<file path="src/spi4_txcfg_params.svh">
// constants for the transmit config / error status register bank
// assumes byte-wide registers at word index, byte address = 4 * index
`ifndef SPI4_TXCFG_PARAMS_SVH
`define SPI4_TXCFG_PARAMS_SVH

// ------------------------------------------------------------
// bus
// ------------------------------------------------------------
`define BUS_ADDR_W        20
`define IDX_W             18
`define RESP_OKAY         2'h0
`define RESP_SLVERR       2'h2

// ------------------------------------------------------------
// register indices
// ------------------------------------------------------------
`define IDX_SPARE_LOW     18'h30908
`define IDX_STATUS_SPARE  18'h30909
`define IDX_RX_PAR_CNT    18'h3090A
`define IDX_ST_FRM_CNT    18'h3090B
`define IDX_RX_OVR0       18'h3090C
`define IDX_RX_OVR3       18'h3090F
`define IDX_RX_ENABLES    18'h30912
`define IDX_ALIGN_ENABLE  18'h30913
`define IDX_RX_URR0       18'h30918
`define IDX_ALIGN_STATUS  18'h3091C
`define IDX_WIDTH_SEL     18'h30930
`define IDX_STARV_HI      18'h30931
`define IDX_STARV_LO      18'h30932
`define IDX_LEVEL_B_HI     18'h30933
`define IDX_LEVEL_B_LO     18'h30934
`define IDX_TRAIN_A       18'h30935
`define IDX_TRAIN_B       18'h30936
`define IDX_TRAIN_C       18'h30937
`define IDX_TRAIN_D       18'h30940
`define IDX_REPEAT_A      18'h30941
`define IDX_REPEAT_B      18'h30942
`define IDX_TX_FAULT_EN   18'h30943
`define IDX_PAR_THRESH    18'h30944
`define IDX_WATERMARKS    18'h30945
`define IDX_SPARE_HIGH    18'h30946
`define IDX_MODE          18'h30950

// ------------------------------------------------------------
// field masks and positions
// ------------------------------------------------------------
`define MASK_HI2          8'hC0
`define MASK_THRESH       8'hE0
`define BIT_LOF           7
`define BIT_MIN_BURST     0
`define CNT_MAX           8'hFF
`define RESET_BYTE        8'h00

`endif

</file>
<file path="src/spi4_txcfg_pkg.sv">
// types for the transmit config / error status register bank
// assumes the params header is included by users of the constants
package spi4_txcfg_pkg;

   typedef enum logic [1:0] {
      WIDTH_32  = 2'h0,
      WIDTH_64  = 2'h1,
      WIDTH_128 = 2'h2,
      WIDTH_BAD = 2'h3
   } width_sel_e;

   typedef struct packed {
      logic            awready;
      logic            wready;
      logic            aw_got;
      logic            w_got;
      logic [17:0]     aw_idx;
      logic [7:0]      wbyte;
      logic            wlane0;
      logic            bvalid;
      logic [1:0]      bresp;
      logic            arready;
      logic            rvalid;
      logic [7:0]      rdata;
      logic [1:0]      rresp;
      logic [7:0]      width_sel;
      logic [9:0]      starv;
      logic [9:0]      level_b;
      logic [31:0]     train;
      logic            train_en;
      logic [15:0]     repeat_cnt;
      logic [7:0]      tx_fault_en;
      logic [2:0]      thresh;
      logic [7:0]      wmarks;
      logic [7:0]      spare_lo;
      logic [7:0]      spare_hi;
      logic [7:0]      rx_en;
      logic            lof_en;
      logic            min_burst;
      logic [7:0]      par_cnt;
      logic [7:0]      frm_cnt;
      logic [3:0][7:0] ovr;
      logic [7:0]      urr0;
      logic            lof_sts;
      logic            lost;
      logic [2:0]      bad_run;
      logic [2:0]      good_run;
      logic            fifo_full;
      logic [2:0]      low_mark;
      logic [3:0]      tx_ovr;
      logic [3:0]      tx_urr;
   } bank_s;

endpackage

</file>
<file path="src/spi4_txcfg_regs.sv">
// transmit config and error status register bank, AXI4-Lite slave
// assumes event inputs are synchronous to aclk and one cycle per event
//
// What this block does
// - level_a burst limit: 10 bits, top two in one register, low eight next
// - level_b burst limit: same 10-bit split over two registers
// - training interval is 32 bits from bytes a,b,c,d, a most significant
// - training disabled whenever the assembled interval is zero
// - training repeat count is 16 bits, byte a high, byte b low
// - fault-enable bits 0..3 gate transmit bank overrun flags
// - fault-enable bits 4..7 gate transmit bank underrun flags
// - 3-bit threshold of consecutive bad/good parity words loses/regains align
// - low watermark applies only in minimum-burst mode, else ignored
// - input fifo fill at high watermark declares full and holds off writes
// - receive parity error counter, clear on read, saturates at 255
// - status framing error counter, clear on read, saturates at 255
// - four receive overrun registers, clear on read, reset if still present
// - receive bank n overrun bits set only with overrun enable bit n
// - receive bank 0 underrun bits, gated, clear on read, re-assert
// - transmit bank 3 width select in aggregation register bits 6..7
// - width codes: 00 32-bit, 01 64-bit, 10 128-bit, 11 invalid
// - frame-loss flag asserts at threshold, gated by its own enable
`timescale 1ns/1ps
`include "spi4_txcfg_params.svh"

module spi4_txcfg_regs
(
   input  wire logic        aclk,              // 25 MHz bus clock
   input  wire logic        aresetn,           // sync reset, active low
   input  wire logic [19:0] s_axi_awaddr,      // write address
   input  wire logic [2:0]  s_axi_awprot,      // unused protection
   input  wire logic        s_axi_awvalid,     // write address valid
   output logic             s_axi_awready,     // write address ready
   input  wire logic [31:0] s_axi_wdata,       // write data
   input  wire logic [3:0]  s_axi_wstrb,       // byte strobes
   input  wire logic        s_axi_wvalid,      // write data valid
   output logic             s_axi_wready,      // write data ready
   output logic [1:0]       s_axi_bresp,       // write response
   output logic             s_axi_bvalid,      // write response valid
   input  wire logic        s_axi_bready,      // write response ready
   input  wire logic [19:0] s_axi_araddr,      // read address
   input  wire logic [2:0]  s_axi_arprot,      // unused protection
   input  wire logic        s_axi_arvalid,     // read address valid
   output logic             s_axi_arready,     // read address ready
   output logic [31:0]      s_axi_rdata,       // read data
   output logic [1:0]       s_axi_rresp,       // read response
   output logic             s_axi_rvalid,      // read data valid
   input  wire logic        s_axi_rready,      // read data ready
   input  wire logic        rx_parity_err,     // data parity error pulse
   input  wire logic        status_frame_err,  // status framing error pulse
   input  wire logic        status_word_valid, // status parity word checked
   input  wire logic        status_word_bad,   // that word failed parity
   input  wire logic [31:0] rx_overrun_cond,   // bank*8+fifo overrun level
   input  wire logic [7:0]  rx_underrun_cond,  // bank 0 underrun level
   input  wire logic [3:0]  tx_overrun_cond,   // tx bank overrun level
   input  wire logic [3:0]  tx_underrun_cond,  // tx bank underrun level
   input  wire logic [4:0]  tx_fifo_fill,      // input fifo fill level
   output logic [9:0]       level_a_burst_limit, // level_a burst limit
   output logic [9:0]       level_b_burst_limit,   // level_b burst limit
   output logic [31:0]      training_interval,    // training interval
   output logic             training_enable,      // interval non-zero
   output logic [15:0]      training_repeat_count, // repeats per interval
   output logic [1:0]       tx_bank3_width_select, // bank 3 data width
   output logic             tx_bank3_width_bad,    // code 11 selected
   output logic             min_burst_mode,        // min-burst selected
   output logic [2:0]       tx_fifo_low_mark,      // effective low mark
   output logic             tx_fifo_full,          // hold off writes
   output logic             status_frame_loss_flag, // gated loss status
   output logic             status_align_lost,     // alignment state
   output logic [3:0]       tx_bank_overrun_flag,  // gated overrun
   output logic [3:0]       tx_bank_underrun_flag  // gated underrun
);

   spi4_txcfg_pkg::bank_s s_q;
   spi4_txcfg_pkg::bank_s s_d;

   // ---------------------------------------------------------
   // read lookup: {hit, data}
   // ---------------------------------------------------------
   function automatic logic [8:0] rd_lookup
   (
      input logic [17:0]           idx,
      input spi4_txcfg_pkg::bank_s s
   );
      logic [8:0] r;
      r = {1'b1, `RESET_BYTE};
      unique case (idx)
         `IDX_SPARE_LOW:    r[7:0] = s.spare_lo;
         `IDX_STATUS_SPARE: r[7:0] = `RESET_BYTE;
         `IDX_RX_PAR_CNT:   r[7:0] = s.par_cnt;
         `IDX_ST_FRM_CNT:   r[7:0] = s.frm_cnt;
         18'h3090C:         r[7:0] = s.ovr[0];
         18'h3090D:         r[7:0] = s.ovr[1];
         18'h3090E:         r[7:0] = s.ovr[2];
         `IDX_RX_OVR3:      r[7:0] = s.ovr[3];
         `IDX_RX_ENABLES:   r[7:0] = s.rx_en;
         `IDX_ALIGN_ENABLE: r[`BIT_LOF] = s.lof_en;
         `IDX_RX_URR0:      r[7:0] = s.urr0;
         `IDX_ALIGN_STATUS: r[`BIT_LOF] = s.lof_sts;
         `IDX_WIDTH_SEL:    r[7:0] = s.width_sel;
         `IDX_STARV_HI:     r[7:6] = s.starv[9:8];
         `IDX_STARV_LO:     r[7:0] = s.starv[7:0];
         `IDX_LEVEL_B_HI:    r[7:6] = s.level_b[9:8];
         `IDX_LEVEL_B_LO:    r[7:0] = s.level_b[7:0];
         `IDX_TRAIN_A:      r[7:0] = s.train[31:24];
         `IDX_TRAIN_B:      r[7:0] = s.train[23:16];
         `IDX_TRAIN_C:      r[7:0] = s.train[15:8];
         `IDX_TRAIN_D:      r[7:0] = s.train[7:0];
         `IDX_REPEAT_A:     r[7:0] = s.repeat_cnt[15:8];
         `IDX_REPEAT_B:     r[7:0] = s.repeat_cnt[7:0];
         `IDX_TX_FAULT_EN:  r[7:0] = s.tx_fault_en;
         `IDX_PAR_THRESH:   r[7:5] = s.thresh;
         `IDX_WATERMARKS:   r[7:0] = s.wmarks;
         `IDX_SPARE_HIGH:   r[7:0] = s.spare_hi;
         `IDX_MODE:         r[`BIT_MIN_BURST] = s.min_burst;
         default:           r[8] = 1'b0;
      endcase
      return r;
   endfunction

   // saturating count, clear on read, event in the read cycle kept
   function automatic logic [7:0] cnt_next
   (
      input logic [7:0] cur,
      input logic       clr,
      input logic       evt
   );
      logic [7:0] base;
      base = clr ? `RESET_BYTE : cur;
      if (evt && base != `CNT_MAX)
         base = base + 8'h01;
      return base;
   endfunction

   // ---------------------------------------------------------
   // next state
   // ---------------------------------------------------------
   logic [8:0] rd_val;
   logic       rd_take;
   logic       wr_do;
   logic       wr_ok;
   logic [7:0] wb;
   logic [2:0] run_next;
   logic [17:0] rd_idx;

   always_comb
   begin
      s_d      = s_q;
      rd_idx   = s_axi_araddr[19:2];
      rd_val   = rd_lookup(rd_idx, s_q);
      rd_take  = s_axi_arvalid && s_q.arready;
      wb       = s_q.wbyte;
      wr_do    = 1'b0;
      wr_ok    = 1'b1;
      run_next = 3'h0;

      // write address and data, either order
      if (s_axi_awvalid && s_q.awready)
      begin
         s_d.aw_got = 1'b1;
         s_d.aw_idx = s_axi_awaddr[19:2];
      end
      if (s_axi_wvalid && s_q.wready)
      begin
         s_d.w_got  = 1'b1;
         s_d.wbyte  = s_axi_wdata[7:0];
         s_d.wlane0 = s_axi_wstrb[0];
      end
      if (s_q.aw_got && s_q.w_got && !s_q.bvalid)
      begin
         wr_do      = s_q.wlane0;
         s_d.aw_got = 1'b0;
         s_d.w_got  = 1'b0;
         s_d.bvalid = 1'b1;
      end
      if (s_q.bvalid && s_axi_bready)
         s_d.bvalid = 1'b0;

      if (s_q.aw_got && s_q.w_got && !s_q.bvalid)
      begin
         unique case (s_q.aw_idx)
            `IDX_SPARE_LOW:    if (wr_do) s_d.spare_lo = wb;
            `IDX_RX_ENABLES:   if (wr_do) s_d.rx_en = wb;
            `IDX_ALIGN_ENABLE: if (wr_do) s_d.lof_en = wb[`BIT_LOF];
            `IDX_WIDTH_SEL:    if (wr_do) s_d.width_sel = wb;
            `IDX_STARV_HI:     if (wr_do) s_d.starv[9:8] = wb[7:6];
            `IDX_STARV_LO:     if (wr_do) s_d.starv[7:0] = wb;
            `IDX_LEVEL_B_HI:    if (wr_do) s_d.level_b[9:8] = wb[7:6];
            `IDX_LEVEL_B_LO:    if (wr_do) s_d.level_b[7:0] = wb;
            `IDX_TRAIN_A:      if (wr_do) s_d.train[31:24] = wb;
            `IDX_TRAIN_B:      if (wr_do) s_d.train[23:16] = wb;
            `IDX_TRAIN_C:      if (wr_do) s_d.train[15:8] = wb;
            `IDX_TRAIN_D:      if (wr_do) s_d.train[7:0] = wb;
            `IDX_REPEAT_A:     if (wr_do) s_d.repeat_cnt[15:8] = wb;
            `IDX_REPEAT_B:     if (wr_do) s_d.repeat_cnt[7:0] = wb;
            `IDX_TX_FAULT_EN:  if (wr_do) s_d.tx_fault_en = wb;
            `IDX_PAR_THRESH:   if (wr_do) s_d.thresh = wb[7:5];
            `IDX_WATERMARKS:   if (wr_do) s_d.wmarks = wb;
            `IDX_SPARE_HIGH:   if (wr_do) s_d.spare_hi = wb;
            `IDX_MODE:         if (wr_do) s_d.min_burst = wb[`BIT_MIN_BURST];
            // read-only registers ignore writes
            `IDX_STATUS_SPARE, `IDX_RX_PAR_CNT, `IDX_ST_FRM_CNT,
            18'h3090C, 18'h3090D, 18'h3090E, `IDX_RX_OVR3,
            `IDX_RX_URR0, `IDX_ALIGN_STATUS: wr_ok = 1'b1;
            default:           wr_ok = 1'b0;
         endcase
         s_d.bresp = wr_ok ? `RESP_OKAY : `RESP_SLVERR;
      end

      // read channel; data captured before the clear applies
      if (rd_take)
      begin
         s_d.rvalid = 1'b1;
         s_d.rdata  = rd_val[7:0];
         s_d.rresp  = rd_val[8] ? `RESP_OKAY : `RESP_SLVERR;
      end
      else if (s_q.rvalid && s_axi_rready)
         s_d.rvalid = 1'b0;

      // error counters
      s_d.par_cnt = cnt_next(s_q.par_cnt,
                       rd_take && rd_idx == `IDX_RX_PAR_CNT,
                       rx_parity_err);
      s_d.frm_cnt = cnt_next(s_q.frm_cnt,
                       rd_take && rd_idx == `IDX_ST_FRM_CNT,
                       status_frame_err);

      // receive overrun / underrun flags
      for (int b = 0; b < 4; b++)
      begin
         if (rd_take && rd_idx == `IDX_RX_OVR0 + 18'(b))
            s_d.ovr[b] = `RESET_BYTE;
         s_d.ovr[b] = s_d.ovr[b] |
            (rx_overrun_cond[b*8 +: 8] & {8{s_q.rx_en[b]}});
      end
      if (rd_take && rd_idx == `IDX_RX_URR0)
         s_d.urr0 = `RESET_BYTE;
      s_d.urr0 = s_d.urr0 |
         (rx_underrun_cond & {8{s_q.rx_en[4]}});

      // status alignment tracking
      if (status_word_valid)
      begin
         if (status_word_bad)
         begin
            run_next     = (s_q.bad_run == 3'h7) ? 3'h7 :
                           s_q.bad_run + 3'h1;
            s_d.bad_run  = run_next;
            s_d.good_run = 3'h0;
            if (run_next >= s_q.thresh)
               s_d.lost = 1'b1;
         end
         else
         begin
            run_next     = (s_q.good_run == 3'h7) ? 3'h7 :
                           s_q.good_run + 3'h1;
            s_d.good_run = run_next;
            s_d.bad_run  = 3'h0;
            if (run_next >= s_q.thresh)
               s_d.lost = 1'b0;
         end
      end
      if (rd_take && rd_idx == `IDX_ALIGN_STATUS)
         s_d.lof_sts = 1'b0;
      if (s_d.lost && s_q.lof_en)
         s_d.lof_sts = 1'b1;

      // derived outputs
      s_d.train_en  = (s_d.train != 32'h0);
      s_d.low_mark  = s_d.min_burst ? s_d.wmarks[2:0] : 3'h0;
      s_d.fifo_full = (tx_fifo_fill >= s_d.wmarks[7:3]);
      s_d.tx_ovr    = tx_overrun_cond & s_d.tx_fault_en[3:0];
      s_d.tx_urr    = tx_underrun_cond & s_d.tx_fault_en[7:4];

      // ready flags follow the held state
      s_d.awready = !s_d.aw_got && !s_d.bvalid;
      s_d.wready  = !s_d.w_got && !s_d.bvalid;
      s_d.arready = !s_d.rvalid;
   end

   // ---------------------------------------------------------
   // state register
   // ---------------------------------------------------------
   always_ff @(posedge aclk)
   begin
      if (!aresetn)
         s_q <= '0;
      else
         s_q <= s_d;
   end

   // ---------------------------------------------------------
   // outputs
   // ---------------------------------------------------------
   assign s_axi_awready          = s_q.awready;
   assign s_axi_wready           = s_q.wready;
   assign s_axi_bvalid           = s_q.bvalid;
   assign s_axi_bresp            = s_q.bresp;
   assign s_axi_arready          = s_q.arready;
   assign s_axi_rvalid           = s_q.rvalid;
   assign s_axi_rdata            = {24'h000000, s_q.rdata};
   assign s_axi_rresp            = s_q.rresp;
   assign level_a_burst_limit   = s_q.starv;
   assign level_b_burst_limit     = s_q.level_b;
   assign training_interval      = s_q.train;
   assign training_enable        = s_q.train_en;
   assign training_repeat_count  = s_q.repeat_cnt;
   assign tx_bank3_width_select  = s_q.width_sel[7:6];
   assign tx_bank3_width_bad     = (s_q.width_sel[7:6] ==
                                    spi4_txcfg_pkg::WIDTH_BAD);
   assign min_burst_mode         = s_q.min_burst;
   assign tx_fifo_low_mark       = s_q.low_mark;
   assign tx_fifo_full           = s_q.fifo_full;
   assign status_frame_loss_flag = s_q.lof_sts;
   assign status_align_lost      = s_q.lost;
   assign tx_bank_overrun_flag   = s_q.tx_ovr;
   assign tx_bank_underrun_flag  = s_q.tx_urr;

endmodule

</file>
<file path="config.mk">
export PLATFORM = sky130hd
export DESIGN_NAME = spi4_txcfg_regs
export DESIGN_NICKNAME = d
export VERILOG_FILES = /design/src/spi4_txcfg_pkg.sv /design/src/spi4_txcfg_regs.sv
export VERILOG_INCLUDE_DIRS = /design/src /design/src/src
export SDC_FILE = /design/constraint.sdc
export NUM_CORES = 1
export LEC_CHECK = 0
export CORE_MARGIN = 10
export CORE_UTILIZATION = 40
export CTS_CLUSTER_DIAMETER = 120
export DETAILED_ROUTE_END_ITERATION = 8
export DONT_BUFFER_PORTS = 1
export GPL_TIMING_DRIVEN = 0
export HOLD_SLACK_MARGIN = 0.03
export PLACE_DENSITY = 0.62
export SLEW_MARGIN = 25
export SYNTH_ARGS = -nofsm -noshare
export SYNTH_HDL_FRONTEND = slang
export SYNTH_SLANG_ARGS = --single-unit
export TNS_END_PERCENT = 20
</file>
<file path="constraint.sdc">
create_clock -name aclk -period 4.5 [get_ports aclk]
set_input_delay 0.45 -clock aclk [delete_from_list [all_inputs] [get_ports aclk]]
set_output_delay 0.45 -clock aclk [all_outputs]
set_load 0.02 [all_outputs]
</file>
Word-level counts from Yosys, hierarchy flattened
Cells that the tools add are included.
{"block": "totals", "reg_bits": 244, "latch_bits": 0, "ram_bits": 0, "romBits": 0, "inputBits": 146, "n_memories": 0}
{"block": "op_classes", "add_sub_neg": 4, "n_mul": 0, "div_mod_pow": 0, "order_cmp": 3, "eq_ne": 61, "shifts": 0, "muxes": 61, "n_bitwise": 12, "reduce_logical": 42}
{"op": "$eq 18x18->1 const B", "n": 56}
{"op": "$mux 8", "n": 27}
{"op": "$pmux 4 s21", "n": 1}
{"op": "$reduce_or 28->1", "n": 2}
{"op": "$mux 45", "n": 1}
{"op": "$pmux 1 s22", "n": 2}
{"op": "$and 8x8->8", "n": 5}
{"op": "$or 8x8->8", "n": 5}
{"op": "$reduce_and 3->1", "n": 12}
{"op": "$mux 32", "n": 1}
{"op": "$reduce_bool 32->1", "n": 1}
{"op": "$pmux 1 s26", "n": 1}
{"op": "$pmux 1 s24", "n": 1}
{"op": "$logic_and 1x1->1", "n": 20}
{"op": "$mux 1", "n": 18}
{"op": "$add 8x1->8 const B", "n": 2}
{"op": "$ne 8x8->1 const B", "n": 2}
{"op": "$mux 7", "n": 2}
{"op": "$mux 3", "n": 4}
{"op": "$and 4x4->4", "n": 2}
{"op": "$add 3x1->3 const B", "n": 2}
{"op": "$eq 3x3->1 const B", "n": 2}
{"op": "$ge 3x3->1", "n": 2}
{"op": "$mux 2", "n": 3}
{"op": "5 further kinds", "n": 9}

Depth between registers and ports, before layout
{"block": "logic_depth", "depth_word": 8, "mapped_depth": 13, "mapped_depth_nobuf": 12}

Worst setup path after synthesis
Ideal clock, no wire load.
{"block": "synth_path", "kind": "register to register", "start": "register s_q[229] (netlist bit)", "end": "register s_q, in the netlist tx_fifo_full", "setup_time_ps": 115, "arrival_ps": 3109, "required_time_ps": 4385, "path_slack_ps": 1276, "stages_incl_launch_ff": 14, "synth_period_minus_slack_ps": 3224, "path_cell_list": "dfxtp_1 -> nor4b_1 -> and4b_1 -> clkbuf_1 -> nand3b_1 -> nor3_2 -> mux2_2 -> ha_1 -> nand2b_1 -> a21o_1 -> a21o_1 -> a21o_1 -> a21oi_1 -> nor2b_1"}
{"element": "from (decl)", "line": "spi4_txcfg_regs.sv:74", "source": "spi4_txcfg_pkg::bank_s s_q;"}
{"element": "from (signal assigned)", "line": "spi4_txcfg_regs.sv:287", "source": "s_q <= '0;"}
{"element": "from (signal assigned)", "line": "spi4_txcfg_regs.sv:289", "source": "s_q <= s_d;"}

==> flow_summary.json <==
{
  "synthTopCellsByCount": "242 x dfxtp_1, 184 x nand2_1, 124 x nor2b_1",
  "yosys.cell_types.count": 73,
  "hold_class": "in -> reg",
  "met3_usage_pct": 4.97,
  "cts_tree": "yes",
  "fp.dieArea_mm2": 0.0393,
  "setup_viol": 0,
  "grt_usage_pct": 24.8,
  "fillers": 3058,
  "crit_fanout": 8,
  "drt_first_iter_violations": 1206,
  "r2r_cells": 13,
  "yosysTopAreaCell": "dfxtp_1",
  "grt_first_pass_wirelength_um": 73800,
  "postCtsHoldBufs": 36,
  "globalRouteOverflowTotal": 0,
  "multiInputGateArea_mm2": 0.00666,
  "cp_data_required_time_ns": 4.96,
  "synth_most_common_cell": "dfxtp_1",
  "peakVddDrop_v": 0.000263,
  "cp-start-kind": "flop",
  "fmax_mhz": 246,
  "synthTopCellsByArea": "dfxtp_1 38%, buf_4 7.0%, mux2i_1 6.7%",
  "leakagePower_nw": 5.25,
  "rsz0062_at_grt": "no",
  "ant_nets": 0,
  "ctsResizeCount": 0,
  "start_util_pct": 40.4,
  "antenna_found_initial": 3,
  "finalMaxSlewViolations": 0,
  "powerDensity_mw_per_mm2": 348,
  "worstMarginPinSlew_ns": 1.14,
  "synth_top_area_share_pct": 38.1,
  "wirelength_um": 50500,
  "cts_buffer_depth": 3,
  "clk_pin_slew_ns": 0.06,
  "min_period_ns": 4.07,
  "dpl.hpwl_um": 38800,
  "gp_congestion": 0.964,
  "syn_area_mm2": 0.0127,
  "met1_usage_pct": 34.0,
  "vias_per_cell": 5.85,
  "h-tree-depth": 1,
  "coreArea_mm2": 0.0315,
  "ff_latch_area_mm2": 0.00484,
  "area_growth_pct": 15.8,
  "seq_area_frac_synth_pct": 38.1,
  "worstSetupEndpoint": "tx_fifo_full",
  "synth_cells": 1473,
  "grt_max_degree": 16,
  "cts_root_buffer": "clkbuf_16",
  "grt_pass1_vias": 11300,
  "rows": 65,
  "rrSetupSlack_ns": 0.43,
  "cp-end-kind": "flop",
  "dp_cells": 1900,
  "route.detailed.drc": 0,
  "clock_latency_ns": 0.59,
  "layoutNonFillerInstCount": 1987,
  "dr.pass1.iters": 5,
  "postCtsSetupRepairBufs": 0,
  "vias": 11600,
  "die_w_um": 198,
  "top_usage_layer": "met2",
  "cts_made_buffers": 28,
  "synth_edf_count": 0,
  "status": "finished, final reports clean",
  "postSynthAreaPerCell_um2": 8.63,
  "diodes": 0,
  "finalCritPeriodShare_pct": 90.3,
  "finalNetCount": 1725,
  "slew_headroom_pct": 23.6,
  "dieHeight_um": 198,
  "worstReg2RegStart": "s_q[229]",
  "synthArstFlopShare_pct": 0,
  "hold_viol": 0,
  "tns_ns": 0,
  "ys_ff_latch": 242,
  "crit_arrival_ns": 4.52,
  "min_from": "status_word_bad",
  "yosysWarnings": 0,
  "drive_gt1_share_pct": 12.7,
  "timing.rr.end": "tx_fifo_full",
  "cts_num_sinks": 242,
  "io_pins": 274,
  "fin_skew_ns": 0.0286,
  "path_class": "reg -> reg",
  "synth-main-ff-cell": "dfxtp_1",
  "portBuffers": 0,
  "grt_util_met2_pct": 38.9,
  "drv_cap": 0,
  "routedWlPerCell_um": 25.4,
  "setup.worst_path.start": "s_q[229]"
}
==> metrics by stage <==
| step | total power (W) | hold WS [ns] | util [%] | setup WS, ns | area (um2) |
|---|---|---|---|---|---|
| after floorplan | 0.00246 | 0.441 | - | 1.28 | 12800 |
| after CTS | 0.00514 | 0.0444 | 46.8 | 0.451 | 14700 |
| after detailed placement | 0.00256 | 0.459 | 42.3 | 0.479 | 13300 |
| after global placement | 0.00256 | 0.450 | 42.3 | 0.472 | 13300 |
| final | 0.00512 | 0.0599 | 46.8 | 0.435 | 14700 |
| after global routing | 0.00528 | 0.0616 | 46.8 | 0.239 | 14700 |
==> critical path, cell delays in order, from the launching register on <==
cell	delay (ns)
dfxtp_1	0.32
nor4b_1	0.46
and4b_1	0.26
clkbuf_1	0.18
nand3b_1	0.23
nor3_2	0.75
mux2_2	0.45
ha_1	0.27
nand2b_1	0.13
a21o_1	0.17
a21o_1	0.19
a21o_1	0.19
a21oi_1	0.26
nor2b_1	0.08
==> cells by family after synthesis <==
group | synth area share (%)
adders and majority gates | 1.48
xor gates and xnor gates | 0.344
buffers and inverters | 10.3
DFF | 38.1
muxes | 7.58
other | 0.0295
AOI/OAI and AO/OA | 14.9
and+or+nand+nor | 27.3
==> worst min path at each step <==
stage                    end  slack (ns)  depth (start not counted)
detailed placement  s_q[195]        0.46                          2
floorplan           s_q[190]        0.44                          2
global route         s_q[16]        0.06                          2
global placement    s_q[190]        0.45                          2
CTS                  s_q[59]        0.04                          2
finish               s_q[16]        0.06                          2
==> state kept, by name, indices dropped and copies added, names as in the netlist, 8 cells and up <==
| register | cells |
|---|---|
| level_b_burst_limit | 10 |
| s_axi_rdata | 8 |
| wb | 8 |
| s_q | 133 |
| training_repeat_count | 16 |
| training_interval | 32 |
| level_a_burst_limit | 10 |
==> power breakdown <==
| part | internal, W | total, W | switching (W) |
|---|---|---|---|
| sequential | 0.00217 | 0.00220 | 0.0000314 |
| clock | 0.00159 | 0.00257 | 0.000983 |
| combinational | 0.000131 | 0.000352 | 0.000221 |
==> per-layer routing <==
| metal | vias to the layer above | part of all wire [%] |
|---|---|---|
| li1 | 5310 | - |
| met1 | 5677 | 43 |
| met2 | 579 | 45 |
| met3 | 62 | 9.6 |
| met4 | 0 | 2.0 |
| met5 | - | 0 |
==> cell type report <==
type	count	share of cell area (%)
Buffer	215	8.54
Inverter	14	0.357
Timing Repair Buffer	36	2.45
Multi-Input combinational cell	1027	45.2
Tap cell	402	3.42
Clock buffer	37	5.40
Clock inverter	14	1.73
Sequential cell	242	32.9
==> cell usage in the layout (no fill, tap or decap), drive strengths merged, types with 8 or more instances in the layout <==
master | netlist | final
and3 | 17 | 17
nor2 | 49 | 49
a21boi | 74 | 74
dfxtp | 242 | 242
dlygate4sd3 | 0 | 36
and2 | 26 | 26
mux2i | 85 | 85
or2 | 8 | 8
conb | 1 | 26
nor4 | 24 | 24
nand3 | 58 | 58
a221o | 10 | 10
ha | 15 | 15
clkbuf | 87 | 124
nand4 | 49 | 49
nor2b | 124 | 124
a21o | 10 | 10
a22oi | 52 | 52
nand2b | 17 | 17
nor3 | 33 | 33
a21oi | 15 | 15
nand2 | 184 | 184
buf | 128 | 128
inv | 14 | 14
o21ai | 21 | 21
Power figures use the tool's default switching activity.
